## src/rtl/dsei_pkg.sv

```systemverilog
// Purpose: shared constants and types of the stop and emergency input block
// Assumes: 10 MHz clock, parameter access by object index and sub-index
// Notes:   timers count 10 ms ticks, speeds are signed rpm
package dsei_pkg;

    // parameter objects and sub-indices
    localparam logic [15:0] OBJ_STOP     = 16'h3007;
    localparam logic [15:0] OBJ_EMG      = 16'h3008;
    localparam logic [7:0]  SUB_COUNT    = 8'h00;
    localparam logic [7:0]  SUB_OPTION   = 8'h01;
    localparam logic [7:0]  SUB_HOLD     = 8'h02;
    localparam logic [7:0]  SUB_STATUS   = 8'h03;
    localparam logic [7:0]  SUB_STEP     = 8'h04;
    localparam logic [7:0]  SUB_TMO      = 8'h05;
    localparam logic [7:0]  SUB_POL      = 8'h02;
    localparam logic [7:0]  SUB_EMG_LAST = 8'h03;
    localparam logic [7:0]  SUB_STP_LAST = 8'h05;

    // abort codes
    localparam logic [31:0] AB_NONE      = 32'h0000_0000;
    localparam logic [31:0] AB_LOCKED    = 32'h0800_0002;
    localparam logic [31:0] AB_RANGE     = 32'h0604_0030;
    localparam logic [31:0] AB_TOO_HIGH  = 32'h0609_0031;
    localparam logic [31:0] AB_TOO_LOW   = 32'h0609_0032;
    localparam logic [31:0] AB_READ_ONLY = 32'h0601_0002;
    localparam logic [31:0] AB_NO_SUB    = 32'h0609_0011;
    localparam logic [31:0] AB_NO_OBJ    = 32'h0602_0000;

    // values after reset and value limits
    localparam logic [15:0] ENTRY_COUNT  = 16'h0007;
    localparam logic [15:0] RST_OPTION   = 16'h0001;
    localparam logic [15:0] RST_HOLD     = 16'h000a;
    localparam logic [15:0] RST_STEP     = 16'h0064;
    localparam logic [15:0] RST_TMO      = 16'h01f4;
    localparam logic [15:0] RST_EMG_SEL  = 16'h0001;
    localparam logic [15:0] RST_EMG_POL  = 16'h0000;
    localparam logic [15:0] MAX_STEP     = 16'h1fff;
    localparam logic [15:0] STOP_RPM     = 16'h0005;

    // timing
    localparam int unsigned CLK_HZ       = 10_000_000;
    localparam int unsigned TICK_MS      = 10;
    localparam int unsigned TICK_CYCLES  = CLK_HZ / 1000 * TICK_MS;

    // drive states
    typedef enum logic [2:0] {
        ST_SWON = 3'b001,
        ST_OPEN = 3'b010,
        ST_QSA  = 3'b100
    } dsei_state_type;

    // stop phases
    typedef enum logic [3:0] {
        PH_IDLE  = 4'b0001,
        PH_RAMP  = 4'b0010,
        PH_HOLD  = 4'b0100,
        PH_COAST = 4'b1000
    } dsei_phase_type;

    // controlword commands, one-cycle pulse when not none
    typedef enum logic [1:0] {
        CMD_NONE    = 2'h0,
        CMD_ENABLE  = 2'h1,
        CMD_DISABLE = 2'h2,
        CMD_QSTOP   = 2'h3
    } dsei_cmd_type;

    typedef struct packed {
        logic        valid;
        logic        write;
        logic [15:0] index;
        logic [7:0]  sub;
        logic [15:0] data;
    } dsei_req_type;

    typedef struct packed {
        logic        ack;
        logic [31:0] abort;
        logic [15:0] data;
    } dsei_rsp_type;

endpackage : dsei_pkg

```

## src/rtl/dsei_ctrl.sv

```systemverilog
// Purpose: drive state, ramp/coast stop sequencing and emergency input
// Assumes: commands and pins synchronous to clk, speeds signed rpm
// Notes:   parameters reached by index/sub-index request, answer next cycle
`timescale 1ns/1ns
module dsei_ctrl
    import dsei_pkg::*;
#(
    parameter int unsigned TICK_CYC = TICK_CYCLES,
    parameter logic        EMG_EDGE = 1'b1
) (
    // clock and reset
    input  wire logic           clk,
    input  wire logic           resetn,
    // parameter access
    input  wire dsei_req_type   req,
    output dsei_rsp_type        rsp,
    input  wire logic           write_lock,
    // drive control
    input  wire dsei_cmd_type   cmd,
    input  wire logic           alarm,
    input  wire logic           emg_pin,
    input  wire logic [15:0]    target_speed,
    input  wire logic [15:0]    actual_speed,
    input  wire logic [15:0]    brake_timeout,
    // drive outputs
    output dsei_state_type      drv_state,
    output logic [15:0]         speed_setpoint,
    output logic                torque_en,
    output logic                power_en,
    output logic                ramp_status,
    output logic                gp_input
);
    logic           rst_meta_r;
    logic           rst_n_r;
    logic           tick;
    logic [15:0]    opt_r, hold_r, step_r, tmo_r, sel_r, pol_r;
    logic           emg_status_r, emg_prev_r;
    logic           emg_rise, emg_trip, emg_ok, leave_run;
    dsei_state_type state_nxt;
    dsei_phase_type phase_r, phase_nxt;
    logic [15:0]    timer_r, timer_nxt, tmr_inc;
    logic [15:0]    sp_mag, act_mag, ramped, sp_nxt;
    logic [31:0]    ab_nxt;
    logic [15:0]    rd_nxt;
    logic           wr_ok;

    // reset released through two flops
    always_ff @(posedge clk or negedge resetn) begin
        if (!resetn) begin
            rst_meta_r <= 1'b0;
            rst_n_r    <= 1'b0;
        end else begin
            rst_meta_r <= 1'b1;
            rst_n_r    <= rst_meta_r;
        end
    end

    // one 10 ms base for hold, ramp and brake timers
    dsei_tick #(
        .CYCLES (TICK_CYC)
    ) u_tick (
        .clk   (clk),
        .rst_n (rst_n_r),
        .tick  (tick)
    );

    // emergency level after polarity, and its rising edge
    always_ff @(posedge clk or negedge rst_n_r) begin
        if (!rst_n_r) begin
            emg_status_r <= 1'b0;
            emg_prev_r   <= 1'b0;
            gp_input     <= 1'b0;
        end else begin
            emg_status_r <= emg_pin ^ pol_r[0];
            emg_prev_r   <= emg_status_r;
            gp_input     <= ~sel_r[0] & emg_pin;
        end
    end

    // edge mode is a build-time choice, software cannot reach it
    assign emg_rise = emg_status_r & ~emg_prev_r;
    assign emg_trip = sel_r[0] & (EMG_EDGE ? emg_rise : emg_status_r);
    assign emg_ok   = ~sel_r[0] | ~emg_status_r;

    // drive state transitions
    always_comb begin
        state_nxt = drv_state;
        leave_run = 1'b0;
        case (drv_state)
            ST_SWON: begin
                if (cmd == CMD_ENABLE && emg_ok) begin
                    state_nxt = ST_OPEN;
                end
            end
            ST_OPEN: begin
                if (emg_trip || alarm || (cmd == CMD_DISABLE && emg_ok)) begin
                    state_nxt = ST_SWON;
                    leave_run = 1'b1;
                end else if (cmd == CMD_QSTOP) begin
                    state_nxt = ST_QSA;
                end
            end
            ST_QSA: begin
                if (emg_trip || cmd == CMD_DISABLE) begin
                    state_nxt = ST_SWON;
                end else if (cmd == CMD_ENABLE) begin
                    state_nxt = ST_OPEN;
                end
            end
            default: state_nxt = ST_SWON;
        endcase
    end

    // magnitudes; one tick is 10 ms so step in rpm*100/s is rpm per tick
    assign sp_mag  = speed_setpoint[15] ? 16'h0000 - speed_setpoint : speed_setpoint;
    assign act_mag = actual_speed[15] ? 16'h0000 - actual_speed : actual_speed;
    assign ramped  = (sp_mag <= step_r) ? 16'h0000 :
                     speed_setpoint[15] ? speed_setpoint + step_r
                                        : speed_setpoint - step_r;
    assign tmr_inc = timer_r + 16'h0001;

    // stop phase sequencing, parameters read live each tick
    always_comb begin
        phase_nxt = phase_r;
        timer_nxt = timer_r;
        sp_nxt    = speed_setpoint;
        case (phase_r)
            PH_IDLE: begin
                if (leave_run) begin
                    phase_nxt = opt_r[0] ? PH_RAMP : PH_COAST;
                    timer_nxt = 16'h0000;
                end
            end
            PH_RAMP: begin
                if (tick) begin
                    timer_nxt = tmr_inc;
                    sp_nxt    = ramped;
                    if (tmr_inc >= tmo_r) begin
                        phase_nxt = PH_IDLE;
                    end else if (ramped == 16'h0000) begin
                        phase_nxt = PH_HOLD;
                        timer_nxt = 16'h0000;
                    end
                end
            end
            PH_HOLD: begin
                if (tick) begin
                    timer_nxt = tmr_inc;
                    if (tmr_inc >= hold_r) begin
                        phase_nxt = PH_IDLE;
                    end
                end
            end
            PH_COAST: begin
                if (act_mag < STOP_RPM) begin
                    phase_nxt = PH_IDLE;
                end else if (tick) begin
                    timer_nxt = tmr_inc;
                    if (tmr_inc >= brake_timeout) begin
                        phase_nxt = PH_IDLE;
                    end
                end
            end
            default: phase_nxt = PH_IDLE;
        endcase
        // a new enable abandons any stop still running
        if (state_nxt == ST_OPEN) begin
            phase_nxt = PH_IDLE;
            sp_nxt    = target_speed;
        end else if (phase_nxt != PH_RAMP) begin
            sp_nxt = 16'h0000;
        end
    end

    // state, phase and outputs all from next values
    always_ff @(posedge clk or negedge rst_n_r) begin
        if (!rst_n_r) begin
            drv_state      <= ST_SWON;
            phase_r        <= PH_IDLE;
            timer_r        <= 16'h0000;
            speed_setpoint <= 16'h0000;
            torque_en      <= 1'b0;
            power_en       <= 1'b0;
            ramp_status    <= 1'b0;
        end else begin
            drv_state      <= state_nxt;
            phase_r        <= phase_nxt;
            timer_r        <= timer_nxt;
            speed_setpoint <= sp_nxt;
            // quick-stop holds power but no torque
            torque_en      <= (state_nxt == ST_OPEN) || (phase_nxt != PH_IDLE);
            power_en       <= (state_nxt != ST_SWON) || (phase_nxt != PH_IDLE);
            ramp_status    <= (phase_nxt == PH_RAMP) || (phase_nxt == PH_HOLD);
        end
    end

    // request decode: sub-index, read-only, lock, range, cross checks
    always_comb begin
        ab_nxt = AB_NONE;
        rd_nxt = 16'h0000;
        wr_ok  = 1'b0;
        if (req.index == OBJ_STOP) begin
            if (req.sub > SUB_STP_LAST) begin
                ab_nxt = AB_NO_SUB;
            end else if (req.sub == SUB_COUNT) begin
                rd_nxt = ENTRY_COUNT;
                if (req.write) ab_nxt = AB_READ_ONLY;
            end else if (req.sub == SUB_STATUS) begin
                rd_nxt = {15'h0000, ramp_status};
                if (req.write) ab_nxt = AB_READ_ONLY;
            end else if (req.sub == SUB_OPTION) begin
                rd_nxt = opt_r;
                if (req.write && write_lock) ab_nxt = AB_LOCKED;
                else if (req.write && req.data > 16'h0001) ab_nxt = AB_RANGE;
                else wr_ok = req.write;
            end else if (req.sub == SUB_HOLD) begin
                rd_nxt = hold_r;
                if (req.write && write_lock) ab_nxt = AB_LOCKED;
                else if (req.write && (req.data == 16'h0000 || req.data[15]))
                    ab_nxt = AB_RANGE;
                else wr_ok = req.write;
            end else if (req.sub == SUB_STEP) begin
                rd_nxt = step_r;
                if (req.write && write_lock) ab_nxt = AB_LOCKED;
                else if (req.write && (req.data == 16'h0000 || req.data > MAX_STEP))
                    ab_nxt = AB_RANGE;
                else if (req.write && req.data >= tmo_r) ab_nxt = AB_TOO_HIGH;
                else wr_ok = req.write;
            end else begin
                rd_nxt = tmo_r;
                if (req.write && write_lock) ab_nxt = AB_LOCKED;
                else if (req.write && (req.data == 16'h0000 || req.data[15]))
                    ab_nxt = AB_RANGE;
                else if (req.write && req.data <= step_r) ab_nxt = AB_TOO_LOW;
                else wr_ok = req.write;
            end
        end else if (req.index == OBJ_EMG) begin
            if (req.sub > SUB_EMG_LAST) begin
                ab_nxt = AB_NO_SUB;
            end else if (req.sub == SUB_COUNT || req.sub == SUB_STATUS) begin
                rd_nxt = (req.sub == SUB_COUNT) ? ENTRY_COUNT
                                                : {15'h0000, emg_status_r};
                if (req.write) ab_nxt = AB_READ_ONLY;
            end else begin
                rd_nxt = (req.sub == SUB_OPTION) ? sel_r : pol_r;
                if (req.write && write_lock) ab_nxt = AB_LOCKED;
                else if (req.write && req.data > 16'h0001) ab_nxt = AB_RANGE;
                else wr_ok = req.write;
            end
        end else begin
            ab_nxt = AB_NO_OBJ;
        end
    end

    // answer one cycle after the request
    always_ff @(posedge clk or negedge rst_n_r) begin
        if (!rst_n_r) begin
            rsp <= '0;
        end else begin
            rsp.ack   <= req.valid;
            rsp.abort <= req.valid ? ab_nxt : AB_NONE;
            rsp.data  <= (req.valid && !req.write) ? rd_nxt : 16'h0000;
        end
    end

    // parameter storage, taken at once even while running
    always_ff @(posedge clk or negedge rst_n_r) begin
        if (!rst_n_r) begin
            opt_r  <= RST_OPTION;
            hold_r <= RST_HOLD;
            step_r <= RST_STEP;
            tmo_r  <= RST_TMO;
            sel_r  <= RST_EMG_SEL;
            pol_r  <= RST_EMG_POL;
        end else if (req.valid && wr_ok) begin
            if (req.index == OBJ_STOP) begin
                if (req.sub == SUB_OPTION) opt_r <= req.data;
                else if (req.sub == SUB_HOLD) hold_r <= req.data;
                else if (req.sub == SUB_STEP) step_r <= req.data;
                else tmo_r <= req.data;
            end else begin
                if (req.sub == SUB_OPTION) sel_r <= req.data;
                else pol_r <= req.data;
            end
        end
    end

    // checks
    wire wr_stp = req.valid && req.write && req.index == OBJ_STOP && !write_lock;

    AST_RAMP_FROM_RUN: assert property (@(posedge clk) disable iff (!rst_n_r)
        phase_r == PH_IDLE && phase_nxt == PH_RAMP |-> drv_state == ST_OPEN && opt_r[0])
        else $error("ramp stop started outside run exit");
    AST_COAST_END: assert property (@(posedge clk) disable iff (!rst_n_r)
        phase_r == PH_COAST && act_mag < 16'h0005 && state_nxt != ST_OPEN
        |=> phase_r == PH_IDLE && !torque_en)
        else $error("coast did not end below 5 rpm");
    AST_TOO_HIGH: assert property (@(posedge clk) disable iff (!rst_n_r)
        wr_stp && req.sub == SUB_STEP && req.data != 16'h0000 && req.data <= MAX_STEP
        && req.data >= tmo_r |=> rsp.ack && rsp.abort == 32'h0609_0031)
        else $error("step write not refused as too high");
    AST_TOO_LOW: assert property (@(posedge clk) disable iff (!rst_n_r)
        wr_stp && req.sub == SUB_TMO && !req.data[15] && req.data != 16'h0000
        && req.data <= step_r |=> rsp.abort == 32'h0609_0032 && $stable(tmo_r))
        else $error("timeout write not refused as too low");
    AST_READ_ONLY: assert property (@(posedge clk) disable iff (!rst_n_r)
        req.valid && req.write && req.index == OBJ_EMG && req.sub == SUB_STATUS
        |=> rsp.abort == 32'h0601_0002)
        else $error("read-only write not refused");
    AST_NO_SUB: assert property (@(posedge clk) disable iff (!rst_n_r)
        req.valid && req.index == OBJ_STOP && req.sub > 8'h05 |=> rsp.abort == 32'h0609_0011)
        else $error("missing sub-index not refused");
    AST_LOCKED: assert property (@(posedge clk) disable iff (!rst_n_r)
        req.valid && req.write && write_lock && req.index == OBJ_STOP && req.sub == SUB_HOLD
        |=> rsp.abort == 32'h0800_0002 && $stable(hold_r))
        else $error("locked write not refused");
    AST_EMG_STATUS: assert property (@(posedge clk) disable iff (!rst_n_r)
        rst_n_r |=> emg_status_r == ($past(emg_pin) ^ $past(pol_r[0])))
        else $error("emergency status wrong polarity");
    AST_ENABLE_GATE: assert property (@(posedge clk) disable iff (!rst_n_r)
        drv_state == ST_SWON && sel_r[0] && emg_status_r |=> drv_state != ST_OPEN)
        else $error("run entered with emergency active");
    AST_QSTOP: assert property (@(posedge clk) disable iff (!rst_n_r)
        drv_state == ST_OPEN && cmd == CMD_QSTOP && !alarm && !emg_trip
        |=> drv_state == ST_QSA && !torque_en && power_en)
        else $error("quick-stop not entered with zero torque");
    AST_QSA_OFF: assert property (@(posedge clk) disable iff (!rst_n_r)
        drv_state == ST_QSA && cmd == CMD_DISABLE |=> drv_state == ST_SWON && !power_en)
        else $error("quick-stop disable left power on");
    AST_EMG_EXIT: assert property (@(posedge clk) disable iff (!rst_n_r)
        drv_state == ST_OPEN && sel_r[0] && $rose(emg_status_r)
        |=> drv_state == ST_SWON ##0 ramp_status == opt_r[0])
        else $error("emergency did not leave run");

    COV_RAMP_HOLD: cover property (@(posedge clk) disable iff (!rst_n_r)
        phase_r == PH_RAMP ##1 phase_r == PH_HOLD);
    COV_COAST: cover property (@(posedge clk) disable iff (!rst_n_r)
        phase_r == PH_COAST ##1 phase_r == PH_IDLE);
    COV_QSA_RUN: cover property (@(posedge clk) disable iff (!rst_n_r)
        drv_state == ST_QSA ##1 drv_state == ST_OPEN);

endmodule : dsei_ctrl

```

## src/rtl/dsei_tick.sv

```systemverilog
// Purpose: free running divider giving a one-cycle enable pulse
// Assumes: CYCLES of at least 2
// Notes:   pulse comes one cycle after the count reaches its last value, while it reads zero
`timescale 1ns/1ns
module dsei_tick
    import dsei_pkg::*;
#(
    parameter int unsigned CYCLES = TICK_CYCLES
) (
    // clock and reset
    input  wire logic clk,
    input  wire logic rst_n,
    // enable pulse
    output logic      tick
);
    localparam int unsigned W = $clog2(CYCLES);
    localparam logic [W-1:0] LAST = W'(CYCLES - 1);

    logic [W-1:0] cnt_r;

    // wrap counter, pulse registered so it is glitch free
    always_ff @(posedge clk or negedge rst_n) begin
        if (!rst_n) begin
            cnt_r <= '0;
            tick  <= 1'b0;
        end else begin
            tick  <= (cnt_r == LAST);
            cnt_r <= (cnt_r == LAST) ? '0 : cnt_r + 1'b1;
        end
    end

endmodule : dsei_tick

```

## config.mk

```make
export PLATFORM = sky130hd
export DESIGN_NAME = dsei_ctrl
export DESIGN_NICKNAME = d
export VERILOG_FILES = /design/src/rtl/dsei_pkg.sv /design/src/rtl/dsei_ctrl.sv /design/src/rtl/dsei_tick.sv
export SDC_FILE = /design/constraint.sdc
export NUM_CORES = 1
export LEC_CHECK = 0
export BUFFER_PORTS_ARGS = -buffer_cell sky130_fd_sc_hd__buf_2
export CAP_MARGIN = 0
export CORE_UTILIZATION = 55
export CTS_BUF_LIST = sky130_fd_sc_hd__clkbuf_4
export DETAILED_ROUTE_END_ITERATION = 8
export GPL_TIMING_DRIVEN = 0
export PLACE_DENSITY = 0.77
export SETUP_SLACK_MARGIN = 0.15
export SLEW_MARGIN = 20
export SYNTH_ARGS = -nofsm -noshare
export SYNTH_HDL_FRONTEND = slang
export SYNTH_SLANG_ARGS = --single-unit
```

## constraint.sdc

```tcl
create_clock -name clk -period 10.6 [get_ports clk]
set_clock_uncertainty 0.15 [all_clocks]
set_input_delay 0.53 -clock clk [delete_from_list [all_inputs] [get_ports clk]]
set_output_delay 0.53 -clock clk [all_outputs]
set_load 0.05 [all_outputs]
```

==> run_summary.xml, run 1 <==
<?xml version="1.0" encoding="UTF-8"?>
<metrics>
  <group name="route">
    <metric name="first_pass_iters" unit="">7</metric>
    <metric name="drtIter0Drc" unit="">988</metric>
    <metric name="wl" unit="µm">34600</metric>
    <metric name="dr_total_vias" unit="">11200</metric>
    <metric name="wl_per_cell" unit="µm">18.3</metric>
    <metric name="route.antenna.remaining_nets" unit="">0</metric>
    <metric name="detail_route.drc_violations" unit="">0</metric>
    <metric name="post_drt_via_cell_ratio" unit="">5.94</metric>
  </group>
  <group name="yosys">
    <metric name="synth-seq-area-share" unit="%">36.9</metric>
    <metric name="yosys_register_bits" unit="">188</metric>
    <metric name="synth_area_per_cell" unit="µm²">9.17</metric>
    <metric name="count_of_mapped_cells_out_of_synthesis" unit="">1397</metric>
    <metric name="dominantRegCellSynth" unit="">dfrtp_1</metric>
    <metric name="number_of_synthesized_flops_with_an_enable_pin" unit="">0</metric>
    <metric name="synth_top_area_share" unit="%">33.8</metric>
    <metric name="synth_area_leader_cell" unit="">dfrtp_1</metric>
    <metric name="synthDistinctLibCells" unit="">96</metric>
    <metric name="synth_top_cells_by_area" unit="">dfrtp_1 34%, ha_1 11%, nand2_1 4.1%</metric>
    <metric name="synthesis.yosys.warnings" unit="">0</metric>
    <metric name="synth-async-reset-ratio" unit="%">100</metric>
    <metric name="mappedNetlistArea" unit="µm²">12800</metric>
  </group>
  <group name="global_route">
    <metric name="first_global_vias" unit="">10900</metric>
    <metric name="grt_pass1_wl" unit="µm">55400</metric>
    <metric name="grt_start_max_net_pins" unit="">57</metric>
    <metric name="gr-total-overflow" unit="">0</metric>
    <metric name="grt_usage" unit="%">29.5</metric>
    <metric name="antenna_found_initial" unit="">3</metric>
  </group>
  <group name="critical_path">
    <metric name="worst_path_dominant_cell_family" unit="">compound AO/OA/AOI/OAI gates</metric>
    <metric name="crit_arrival" unit="ns">5.87</metric>
    <metric name="cp-start-kind" unit="">flip-flop</metric>
    <metric name="worst_path_buffer_plus_inverter_count" unit="">1</metric>
    <metric name="timing.critical_path.required" unit="ns">10.95</metric>
    <metric name="slowest_delay" unit="ns">0.73</metric>
    <metric name="worst_setup_path_end_kind" unit="">flip-flop</metric>
    <metric name="timing_worst_setup_path_type" unit="">reg -&gt; reg</metric>
    <metric name="top_fanout_value_on_the_critical_path" unit="">9</metric>
    <metric name="critPathSlowestCell" unit="">o31ai_2</metric>
    <metric name="critical_path.cell_chain" unit="">and3_1, nand3_1, or2_2, clkbuf_1, nor2_1, nand3_1, xnor2_1, ha_1, a21oi_1, o21ai_0, a221oi_1, o21ai_0, o31ai_2, nor2_1, and4b_1, a211o_1</metric>
    <metric name="setup_slack_of_the_most_critical_reg_to_reg_path" unit="ns">5.08</metric>
  </group>
  <group name="power_and_ir_drop">
    <metric name="p_leak" unit="nW">7.05</metric>
    <metric name="p_per_area" unit="nW/µm²">104</metric>
    <metric name="peak_supply_drop" unit="mV">0.0853</metric>
  </group>
  <group name="clocking">
    <metric name="clk_path_buf_depth" unit="">2</metric>
    <metric name="tritoncts" unit="">built</metric>
    <metric name="clk_transition_reported_paths" unit="ns">0.18</metric>
    <metric name="cts_made_buffers" unit="">17</metric>
    <metric name="cts-htree-levels" unit="">4</metric>
    <metric name="root_buffer" unit="">clkbuf_4</metric>
    <metric name="clk_latency" unit="ns">0.61</metric>
    <metric name="cts_num_sinks" unit="">188</metric>
  </group>
  <group name="floorplan">
    <metric name="dieArea" unit="µm²">23900</metric>
    <metric name="rows" unit="">55</metric>
    <metric name="die_h" unit="µm">155</metric>
    <metric name="die_x" unit="µm">155</metric>
    <metric name="floorplan.core_area" unit="µm²">22700</metric>
    <metric name="floorplan.initialDensity" unit="%">56.4</metric>
    <metric name="num_io_pins" unit="">169</metric>
  </group>
  <group name="worst_hold_path">
    <metric name="min-delay-path-class" unit="">in -&gt; async</metric>
  </group>
  <group name="sta">
    <metric name="timing.final.max_slew_violations" unit="">0</metric>
    <metric name="tcrit_tclk_final" unit="%">52.0</metric>
    <metric name="hold_viol_final" unit="">0</metric>
    <metric name="slew_headroom" unit="%">40.1</metric>
    <metric name="max_slew.worst_pin.slew" unit="ns">0.892</metric>
    <metric name="setup_repair_after_global_routing_missed_its_margin" unit="">false</metric>
    <metric name="final_setup_violating_endpoints" unit="">0</metric>
    <metric name="final_total_negative_setup_slack" unit="ns">0</metric>
    <metric name="final_period_minus_worst_setup_slack" unit="ns">5.52</metric>
    <metric name="clock.fmax" unit="MHz">181</metric>
  </group>
  <group name="job">
    <metric name="timing.max_cap.violations" unit="">0</metric>
  </group>
  <group name="placed_design">
    <metric name="placed_cells" unit="">1852</metric>
    <metric name="portBuffers" unit="">146</metric>
    <metric name="finalWeightedCongestion" unit="">0.952</metric>
    <metric name="post-dp-hpwl" unit="µm">27000</metric>
  </group>
  <group name="cells_and_area">
    <metric name="layout.cells.most_common" unit="">dfrtp_1</metric>
    <metric name="leading_cell_types_in_the_layout_fill_and_taps_excluded" unit="">172 x dfrtp_1, 150 x buf_2, 139 x nand2_1</metric>
    <metric name="multi_input_comb_area" unit="µm²">7490</metric>
    <metric name="fillCellCount" unit="">1971</metric>
    <metric name="layout-area-overhead-vs-synth" unit="%">13.2</metric>
    <metric name="post_route_cells_drive_above_1_share" unit="%">18.9</metric>
    <metric name="sequential_cell_area" unit="µm²">4730</metric>
    <metric name="final_nets" unit="">1805</metric>
    <metric name="final_non_filler_cell_total" unit="">1892</metric>
  </group>
  <group name="status">
    <metric name="run_status" unit="">finished, final reports clean</metric>
  </group>
</metrics>
[kinds of logic after synthesis]
family	after synthesis	synth area share, %
fa+ha+maj	116	11.4
flops	188	36.9
compound gates	326	17.7
buf+inv	151	5.40
other cells	2	0.0586
simple gates	504	20.2
xor+xnor	66	4.51
mux	44	3.85
[worst paths after layout]
path / end / from / cells past startpoint
setup / recovery: timer_r[2]$_DFFE_PN0P_ / timer_r[0]$_DFFE_PN0P_ / 16
hold / removal: rst_n_r$_DFF_PN0_ / resetn / 2
setup reg to reg: timer_r[2]$_DFFE_PN0P_ / timer_r[0]$_DFFE_PN0P_ / 16
hold reg to reg: rsp[8]$_DFF_PN0_ / rst_n_r$_DFF_PN0_ / 0
max in group asynchronous: tmo_r[2]$_DFFE_PN1P_ / rst_n_r$_DFF_PN0_ / 2
min in group clk: drv_state[2]$_DFF_PN0_ / cmd[0] / 3
[layout make-up]
type / count / share of cell area, %
clock inverter: 14 / 1.48
antenna: 2 / 0.0345
clock buffer: 18 / 0.932
multi-input combinational: 1078 / 51.6
tap: 285 / 2.46
inverter: 84 / 2.17
timing repair buffer: 156 / 6.07
buffer: 67 / 2.60
sequential: 188 / 32.6
[metrics by stage]
step                area [µm²]  setup slack (ns)  hold WS (ns)  total power [W]  util, %
finish                   14500              5.08        0.0453          0.00151     63.9
detailed placement       14100              4.87        0.0869          0.00106     62.0
CTS                      14500              4.82        0.0167          0.00152     63.8
global placement         14000              2.82         0.166          0.00105     61.5
floorplan                12900              4.85        0.0844         0.000968        -
global route             14500              4.75        0.0136          0.00158     63.9
[power breakdown]
| part | switching [W] | total [W] | internal [W] | leakage, nW |
|---|---|---|---|---|
| logic | 0.000201 | 0.000308 | 0.000107 | 4.36 |
| clock network | 0.000293 | 0.000454 | 0.000161 | 0.183 |
| registers | 0.0000198 | 0.000748 | 0.000729 | 2.51 |
| total | 0.000514 | 0.00151 | 0.000996 | 7.05 |
[registers in the layout, summed over array words and instances (netlist names), 3 cells and up]
| name | flops |
|---|---|
| opt_r | 16 |
| pol_r | 16 |
| u_tick.cnt_r | 17 |
| phase_r | 4 |
| timer_r | 16 |
| drv_state | 3 |
| tmo_r | 16 |
| speed_setpoint | 16 |
| rsp | 27 |
| hold_r | 16 |
| step_r | 16 |
| sel_r | 16 |
[per-layer routing]
layer / up-vias / global-route usage [%] / part of all wire [%]
li1: 5376 / - / -
met4: 2 / 10.6 / 2.5
met2: 371 / 48.8 / 48
met3: 63 / 4.51 / 6.3
met5: - / 0 / 0.029
met1: 5431 / 39.4 / 43
[synthesized netlist by cell type, types with 5 or more instances]
master / instances
a31oi_1: 14
a211oi_1: 5
nand4_1: 22
o211ai_1: 5
o211a_1: 20
or3_1: 14
buf_4: 22
nor3b_1: 6
inv_1: 83
nand2_1: 139
ha_1: 115
o21a_1: 7
a21o_1: 25
o31ai_1: 10
and3_1: 11
nor2b_1: 32
a222oi_1: 14
a211o_1: 5
a21oi_1: 101
clkbuf_1: 31
or4_1: 5
nand2b_1: 18
buf_1: 5
dfstp_2: 15
mux2_2: 40
dfrtp_1: 173
xnor2_1: 45
xor2_1: 21
nand3_1: 35
o21ai_0: 55
and2_1: 39
nor3_1: 33
nor4_1: 14
a32o_1: 10
or2_2: 6
nor2_1: 102
[worst register-to-register path: stages (launching register included)]
cell,delay [ns]
dfrtp_1,0.55
and3_1,0.20
nand3_1,0.16
or2_2,0.34
clkbuf_1,0.15
nor2_1,0.23
nand3_1,0.21
xnor2_1,0.44
ha_1,0.35
a21oi_1,0.17
o21ai_0,0.15
a221oi_1,0.32
o21ai_0,0.34
o31ai_2,0.73
nor2_1,0.34
and4b_1,0.31
a211o_1,0.28
[repair_timing]
| action | in CTS | in global routing |
|---|---|---|
| gates resized for setup | 0 | 0 |
| endpoints found under the setup margin | 0 | 0 |
| setup buffers | 0 | 0 |
| hold buffers | 6 | 0 |
| hold endpoints to repair | 7 | 0 |
No activity file was read; power rests on OpenSTA's default activity.
==> inputs of run 2 (changes only) <==
- PLACE_DENSITY: 0.77 -> 0.8
- clock period: 10.6 -> 5.05 ns (I/O delays scaled with it)
==> run_summary.xml, run 2 (synthesized netlist as in run 1, its figures left out) <==
<?xml version="1.0" encoding="UTF-8"?>
<metrics>
  <group name="power_and_ir_drop">
    <metric name="p_clk_share" unit="%">29.6</metric>
    <metric name="p_per_area" unit="nW/µm²">214</metric>
    <metric name="p_leak" unit="nW">7.34</metric>
    <metric name="peak_supply_drop" unit="mV">0.187</metric>
    <metric name="seq_power_share" unit="%">48.4</metric>
    <metric name="design_power" unit="W">0.00325</metric>
    <metric name="power_frac_comb" unit="%">22.0</metric>
    <metric name="p_switching" unit="W">0.00118</metric>
    <metric name="p_int" unit="W">0.00207</metric>
    <metric name="switching_share" unit="%">36.3</metric>
  </group>
  <group name="global_route">
    <metric name="grt_pass1_wl" unit="µm">55900</metric>
    <metric name="grt_usage" unit="%">30.0</metric>
    <metric name="first_global_vias" unit="">11000</metric>
    <metric name="antenna_found_initial" unit="">2</metric>
    <metric name="gr-total-overflow" unit="">0</metric>
    <metric name="grt_start_max_net_pins" unit="">55</metric>
  </group>
  <group name="placed_design">
    <metric name="finalWeightedCongestion" unit="">0.985</metric>
    <metric name="placed_cells" unit="">1852</metric>
    <metric name="portBuffers" unit="">146</metric>
    <metric name="post-dp-hpwl" unit="µm">27100</metric>
  </group>
  <group name="route">
    <metric name="route.antenna.remaining_nets" unit="">0</metric>
    <metric name="wl_per_cell" unit="µm">18.4</metric>
    <metric name="post_drt_via_cell_ratio" unit="">5.97</metric>
    <metric name="wl" unit="µm">35800</metric>
    <metric name="detail_route.drc_violations" unit="">0</metric>
    <metric name="first_pass_iters" unit="">6</metric>
    <metric name="dr_total_vias" unit="">11600</metric>
    <metric name="drtIter0Drc" unit="">1071</metric>
  </group>
  <group name="cells_and_area">
    <metric name="sequential_cell_area" unit="µm²">4730</metric>
    <metric name="final_non_filler_cell_total" unit="">1948</metric>
    <metric name="layout.cells.most_common" unit="">dfrtp_1</metric>
    <metric name="post_route_cells_drive_above_1_share" unit="%">21.1</metric>
    <metric name="multi_input_comb_area" unit="µm²">7630</metric>
    <metric name="leading_cell_types_in_the_layout_fill_and_taps_excluded" unit="">167 x dfrtp_1, 151 x buf_2, 139 x nand2_1</metric>
    <metric name="layout-area-overhead-vs-synth" unit="%">18.5</metric>
    <metric name="fin_util" unit="%">66.9</metric>
    <metric name="reg.largest.list" unit="">rsp x27, u_tick.cnt_r x17</metric>
    <metric name="largest_register" unit="">rsp</metric>
    <metric name="fillCellCount" unit="">1809</metric>
    <metric name="final_nets" unit="">1861</metric>
    <metric name="largest_register_ffs" unit="">27</metric>
  </group>
  <group name="sta">
    <metric name="max_slew.worst_pin.slew" unit="ns">0.939</metric>
    <metric name="timing.final.max_slew_violations" unit="">0</metric>
    <metric name="final_total_negative_setup_slack" unit="ns">0</metric>
    <metric name="final_period_minus_worst_setup_slack" unit="ns">4.80</metric>
    <metric name="final_setup_violating_endpoints" unit="">0</metric>
    <metric name="tcrit_tclk_final" unit="%">95.0</metric>
    <metric name="clock.fmax" unit="MHz">208</metric>
    <metric name="setup_repair_after_global_routing_missed_its_margin" unit="">false</metric>
    <metric name="slew_headroom" unit="%">36.6</metric>
    <metric name="final.hold.worst_slack" unit="ns">0.0828</metric>
    <metric name="hold_viol_final" unit="">0</metric>
  </group>
  <group name="clocking">
    <metric name="clk_path_buf_depth" unit="">2</metric>
    <metric name="cts_made_buffers" unit="">17</metric>
    <metric name="cts-htree-levels" unit="">4</metric>
    <metric name="root_buffer" unit="">clkbuf_4</metric>
    <metric name="clk_latency" unit="ns">0.64</metric>
    <metric name="tritoncts" unit="">built</metric>
    <metric name="cts_num_sinks" unit="">188</metric>
    <metric name="clk_transition_reported_paths" unit="ns">0.19</metric>
  </group>
  <group name="critical_path">
    <metric name="critPathMostFrequentCell" unit="">a2111o_1</metric>
    <metric name="worst_setup_path_end_kind" unit="">flip-flop</metric>
    <metric name="timing_worst_setup_path_type" unit="">reg -&gt; reg</metric>
    <metric name="critPathSlowestCell" unit="">dfrtp_2</metric>
    <metric name="setup_slack_of_the_most_critical_reg_to_reg_path" unit="ns">0.25</metric>
    <metric name="top_fanout_value_on_the_critical_path" unit="">10</metric>
    <metric name="timing.critical_path.required" unit="ns">5.43</metric>
    <metric name="r2r-start" unit="">step_r[4]$_DFFE_PN0P_</metric>
    <metric name="worstReg2RegEnd" unit="">speed_setpoint[13]$_DFFE_PN0P_</metric>
    <metric name="slowest_delay" unit="ns">0.50</metric>
    <metric name="critical_path.cell_chain" unit="">or3_1, nor3b_4, nor2_1, xnor2_1, ha_1, o21a_2, nor3_1, o2111ai_1, a2111o_1, a2111o_1, a2111o_1, o31a_1, a211o_4, buf_6, o211a_1</metric>
    <metric name="worstRegToRegCells" unit="">15</metric>
    <metric name="cp-start-kind" unit="">flip-flop</metric>
    <metric name="crit_arrival" unit="ns">5.18</metric>
  </group>
  <group name="floorplan">
    <metric name="floorplan.initialDensity" unit="%">56.4</metric>
    <metric name="floorplan.core_area" unit="µm²">22700</metric>
    <metric name="rows" unit="">55</metric>
    <metric name="die_x" unit="µm">155</metric>
    <metric name="num_io_pins" unit="">169</metric>
    <metric name="dieArea" unit="µm²">23900</metric>
    <metric name="die_h" unit="µm">155</metric>
  </group>
  <group name="status">
    <metric name="run_status" unit="">finished, final reports clean</metric>
  </group>
  <group name="worst_hold_path">
    <metric name="hold_wc_startpoint" unit="">req[17]</metric>
    <metric name="worst_hold_path.endpoint" unit="">rsp[32]$_DFF_PN0_</metric>
    <metric name="min-delay-path-class" unit="">in -&gt; reg</metric>
    <metric name="hold-path-cell-count" unit="">5</metric>
  </group>
  <group name="job">
    <metric name="timing.max_cap.violations" unit="">0</metric>
  </group>
</metrics>
[run 2: metal layers]
layer | up-vias | wire length [µm] | GRT usage [%]
li1 | 5493 | - | -
met1 | 5586 | 14700 | 39.1
met2 | 471 | 17400 | 50.9
met3 | 80 | 2780 | 5.49
met4 | 0 | 876 | 8.91
met5 | - | 0 | 0
[run 2: how the worst max path moves through the flow]
stage	cells after the start	slack [ns]	start	to
after global placement	15	-0.23	speed_setpoint[3]$_DFFE_PN0P_	timer_r[2]$_DFFE_PN0P_
after global routing	18	0.14	step_r[1]$_DFFE_PN0P_	timer_r[15]$_DFFE_PN0P_
after detailed placement	17	-0.36	timer_r[0]$_DFFE_PN0P_	timer_r[2]$_DFFE_PN0P_
final	15	0.25	step_r[4]$_DFFE_PN0P_	speed_setpoint[13]$_DFFE_PN0P_
after CTS	19	0.16	timer_r[0]$_DFFE_PN0P_	speed_setpoint[10]$_DFFE_PN0P_
after floorplan	15	0.36	speed_setpoint[3]$_DFFE_PN0P_	timer_r[2]$_DFFE_PN0P_
[run 2: through the flow]
step / setup slack (ns) / instance area, µm²
after global placement: -0.226 / 14000
after CTS: 0.157 / 15000
after detailed placement: -0.361 / 14100
after global routing: 0.140 / 15200
final: 0.253 / 15200
after floorplan: 0.356 / 12900
[run 2: power groups by stage]
stage               Sequential [W]  Clock [W]  Combinational, W
CTS                        0.00157   0.000968          0.000673
floorplan                  0.00167          0          0.000360
finish                     0.00157   0.000962          0.000715
global placement           0.00162          0          0.000585
detailed placement         0.00160          0          0.000632
global route               0.00158    0.00103          0.000776
[run 2: timing repair]
action                     4_1_cts  5_1_grt
hold buffers                    49        0
cloned                           0        0
buffers inserted                 1       12
setup endpoints to repair       33       33
pin swaps                        2        4
hold endpoints to repair        85        0
resized for setup               16       26
[run 2: final cells by class]
| type | count | area share, % |
|---|---|---|
| Antenna cell | 2 | 0.0330 |
| Buffer | 67 | 2.54 |
| Multi-Input combinational cell | 1078 | 50.2 |
| Inverter | 84 | 2.08 |
| Clock inverter | 15 | 1.48 |
| Sequential cell | 188 | 31.2 |
| Clock buffer | 17 | 0.840 |
| Tap cell | 285 | 2.35 |
| Timing Repair Buffer | 212 | 9.28 |
[run 2: critical path: cells and delay by family, from the launching register on]
kind / cells / cell delay [ns]
xor+xnor: 1 / 0.26
fa+ha+maj: 1 / 0.33
flops: 1 / 0.50
buf+inv: 1 / 0.17
compound gates: 8 / 2.26
simple gates: 4 / 1.03
==> inputs of run 3 (changes only) <==
- CORE_UTILIZATION: 55 -> 40
- PLACE_DENSITY: 0.8 -> not set
- REMOVE_ABC_BUFFERS: not set -> 1
==> run_summary.xml, run 3 (synthesized netlist as in run 1, its figures left out) <==
<?xml version="1.0" encoding="UTF-8"?>
<metrics>
  <group name="cells_and_area">
    <metric name="largest_register" unit="">rsp</metric>
    <metric name="final_nets" unit="">1789</metric>
    <metric name="final_non_filler_cell_total" unit="">1992</metric>
    <metric name="sequential_cell_area" unit="µm²">4730</metric>
    <metric name="reg.largest.list" unit="">rsp x27, u_tick.cnt_r x17</metric>
    <metric name="fin_util" unit="%">47.1</metric>
    <metric name="layout.cells.most_common" unit="">dfrtp_1</metric>
    <metric name="layout-area-overhead-vs-synth" unit="%">16.1</metric>
    <metric name="largest_register_ffs" unit="">27</metric>
    <metric name="fillCellCount" unit="">3071</metric>
    <metric name="leading_cell_types_in_the_layout_fill_and_taps_excluded" unit="">169 x dfrtp_1, 149 x buf_2, 139 x nand2_1</metric>
    <metric name="multi_input_comb_area" unit="µm²">7630</metric>
    <metric name="post_route_cells_drive_above_1_share" unit="%">19.3</metric>
    <metric name="final_cell_area" unit="µm²">14900</metric>
  </group>
  <group name="critical_path">
    <metric name="timing_worst_setup_path_type" unit="">reg -&gt; reg</metric>
    <metric name="crit_arrival" unit="ns">5.11</metric>
    <metric name="slowest_delay" unit="ns">0.60</metric>
    <metric name="worstRegToRegCells" unit="">16</metric>
    <metric name="timing.critical_path.required" unit="ns">5.43</metric>
    <metric name="top_fanout_value_on_the_critical_path" unit="">17</metric>
    <metric name="r2r-start" unit="">timer_r[0]$_DFFE_PN0P_</metric>
    <metric name="cp-start-kind" unit="">flip-flop</metric>
    <metric name="worstReg2RegEnd" unit="">timer_r[2]$_DFFE_PN0P_</metric>
    <metric name="critPathMostFrequentCell" unit="">nor2_1</metric>
    <metric name="worst_setup_path_end_kind" unit="">flip-flop</metric>
    <metric name="critical_path.cell_chain" unit="">and3_1, nand3_1, or2_2, nor2_1, nand3_2, nor2_2, xor2_2, ha_1, a211oi_1, o21bai_1, a221oi_1, o21ai_2, nor2_1, or4b_4, and4b_1, a211o_1</metric>
    <metric name="critPathSlowestCell" unit="">or4b_4</metric>
    <metric name="setup_slack_of_the_most_critical_reg_to_reg_path" unit="ns">0.32</metric>
  </group>
  <group name="route">
    <metric name="wl" unit="µm">35100</metric>
    <metric name="post_drt_via_cell_ratio" unit="">5.47</metric>
    <metric name="dr_total_vias" unit="">10900</metric>
    <metric name="wl_per_cell" unit="µm">17.6</metric>
    <metric name="first_pass_iters" unit="">8</metric>
    <metric name="drtIter0Drc" unit="">790</metric>
    <metric name="detail_route.drc_violations" unit="">0</metric>
    <metric name="route.antenna.remaining_nets" unit="">0</metric>
  </group>
  <group name="worst_hold_path">
    <metric name="hold-path-cell-count" unit="">4</metric>
    <metric name="min-delay-path-class" unit="">in -&gt; reg</metric>
    <metric name="hold_wc_startpoint" unit="">req[16]</metric>
    <metric name="worst_hold_path.endpoint" unit="">rsp[1]$_DFF_PN0_</metric>
  </group>
  <group name="global_route">
    <metric name="groute.layer.met2.usage" unit="%">37.0</metric>
    <metric name="grt_util_met1" unit="%">29.0</metric>
    <metric name="grt_usage" unit="%">21.7</metric>
    <metric name="globalRouteMet3Util" unit="%">2.68</metric>
    <metric name="gr-total-overflow" unit="">0</metric>
    <metric name="grt_pass1_wl" unit="µm">56400</metric>
    <metric name="antenna_found_initial" unit="">1</metric>
    <metric name="grt_start_max_net_pins" unit="">56</metric>
    <metric name="globalRoute.busiestLayer" unit="">met2</metric>
    <metric name="first_global_vias" unit="">10500</metric>
  </group>
  <group name="clocking">
    <metric name="cts_num_sinks" unit="">188</metric>
    <metric name="tritoncts" unit="">built</metric>
    <metric name="clk_latency" unit="ns">0.61</metric>
    <metric name="clk_path_buf_depth" unit="">2</metric>
    <metric name="clk_transition_reported_paths" unit="ns">0.19</metric>
    <metric name="cts-htree-levels" unit="">4</metric>
    <metric name="cts_made_buffers" unit="">17</metric>
    <metric name="root_buffer" unit="">clkbuf_4</metric>
  </group>
  <group name="status">
    <metric name="run_status" unit="">finished, final reports clean</metric>
  </group>
  <group name="sta">
    <metric name="setup_repair_after_global_routing_missed_its_margin" unit="">false</metric>
    <metric name="max_slew.worst_pin.slew" unit="ns">1.10</metric>
    <metric name="hold_viol_final" unit="">0</metric>
    <metric name="timing.final.max_slew_violations" unit="">0</metric>
    <metric name="slew_headroom" unit="%">26.4</metric>
    <metric name="final_period_minus_worst_setup_slack" unit="ns">4.73</metric>
    <metric name="worst_setup_margin" unit="ns">0.318</metric>
    <metric name="tcrit_tclk_final" unit="%">93.7</metric>
    <metric name="final_setup_violating_endpoints" unit="">0</metric>
    <metric name="clock.fmax" unit="MHz">211</metric>
  </group>
  <group name="placed_design">
    <metric name="placed_cells" unit="">1906</metric>
    <metric name="pre_cts_slack" unit="ns">-0.697</metric>
    <metric name="portBuffers" unit="">147</metric>
    <metric name="post-dp-hpwl" unit="µm">26300</metric>
    <metric name="finalWeightedCongestion" unit="">0.865</metric>
    <metric name="detailed_place.area" unit="µm²">13900</metric>
  </group>
  <group name="floorplan">
    <metric name="die_h" unit="µm">181</metric>
    <metric name="num_io_pins" unit="">169</metric>
    <metric name="die_x" unit="µm">181</metric>
    <metric name="dieArea" unit="µm²">32700</metric>
    <metric name="rows" unit="">65</metric>
    <metric name="floorplan.core_area" unit="µm²">31600</metric>
    <metric name="floorplan.initialDensity" unit="%">40.6</metric>
  </group>
  <group name="job">
    <metric name="timing.max_cap.violations" unit="">0</metric>
  </group>
  <group name="power_and_ir_drop">
    <metric name="peak_supply_drop" unit="mV">0.132</metric>
    <metric name="p_leak" unit="nW">7.10</metric>
    <metric name="p_per_area" unit="nW/µm²">214</metric>
    <metric name="design_power" unit="W">0.00319</metric>
  </group>
</metrics>
run 3: worst max-delay path by stage:
| stage | startpoint | end | slack, ns | cells past startpoint |
|---|---|---|---|---|
| after floorplan | rst_n_r$_DFF_PN0_ | drv_state[1]$_DFF_PN0_ | -0.70 | 0 |
| after global placement | rst_n_r$_DFF_PN0_ | speed_setpoint[15]$_DFFE_PN0P_ | -3.01 | 0 |
| after detailed placement | speed_setpoint[3]$_DFFE_PN0P_ | timer_r[2]$_DFFE_PN0P_ | -0.70 | 15 |
| after CTS | step_r[4]$_DFFE_PN0P_ | timer_r[2]$_DFFE_PN0P_ | 0.19 | 13 |
| after global routing | timer_r[0]$_DFFE_PN0P_ | timer_r[2]$_DFFE_PN0P_ | 0.08 | 16 |
| final | timer_r[0]$_DFFE_PN0P_ | timer_r[2]$_DFFE_PN0P_ | 0.32 | 16 |
run 3: through the flow:
stage / hold slack [ns] / TNS (ns)
after detailed placement: -0.109 / -7.66
after CTS: 0.0403 / 0
after floorplan: -0.193 / -119.77
final: 0.0868 / 0
after global routing: 0.0710 / 0
after global placement: -0.111 / -537.36
run 3: power breakdown:
part           internal, W  switching (W)  total, W
Sequential         0.00153      0.0000516   0.00158
Combinational     0.000238       0.000418  0.000657
Clock             0.000293       0.000659  0.000952
run 3: final cells by class:
class                      instances  area share [%]
timing repair buffer             207            9.13
tap                              402            3.38
clock inverter                    15            1.40
multi-input combinational       1078            51.3
antenna                            1          0.0168
sequential                       188            31.8
inverter                          84            2.12
clock buffer                      17           0.858
run 3: worst max-delay path: cells and delay by family, from the launching register on:
kind                       cells  cell delay, ns
AOI/OAI and AO/OA              5            1.10
DFF                            1            0.47
xor gates and xnor gates       1            0.26
and+or+nand+nor                9            2.33
adders and majority gates      1            0.30
run 3: routing by layer:
metal | vias up | wire [µm]
met5 | - | 0
met2 | 215 | 17100
met1 | 5296 | 16100
met4 | 0 | 613
li1 | 5343 | -
met3 | 34 | 1270
run 3: repair_timing:
item,CTS,global route
gates resized for setup,8,18
cloned,0,0
setup buffers,3,2
hold buffers,48,0
setup endpoints to repair,33,33
pin swaps,2,2
endpoints found under the hold margin,85,0
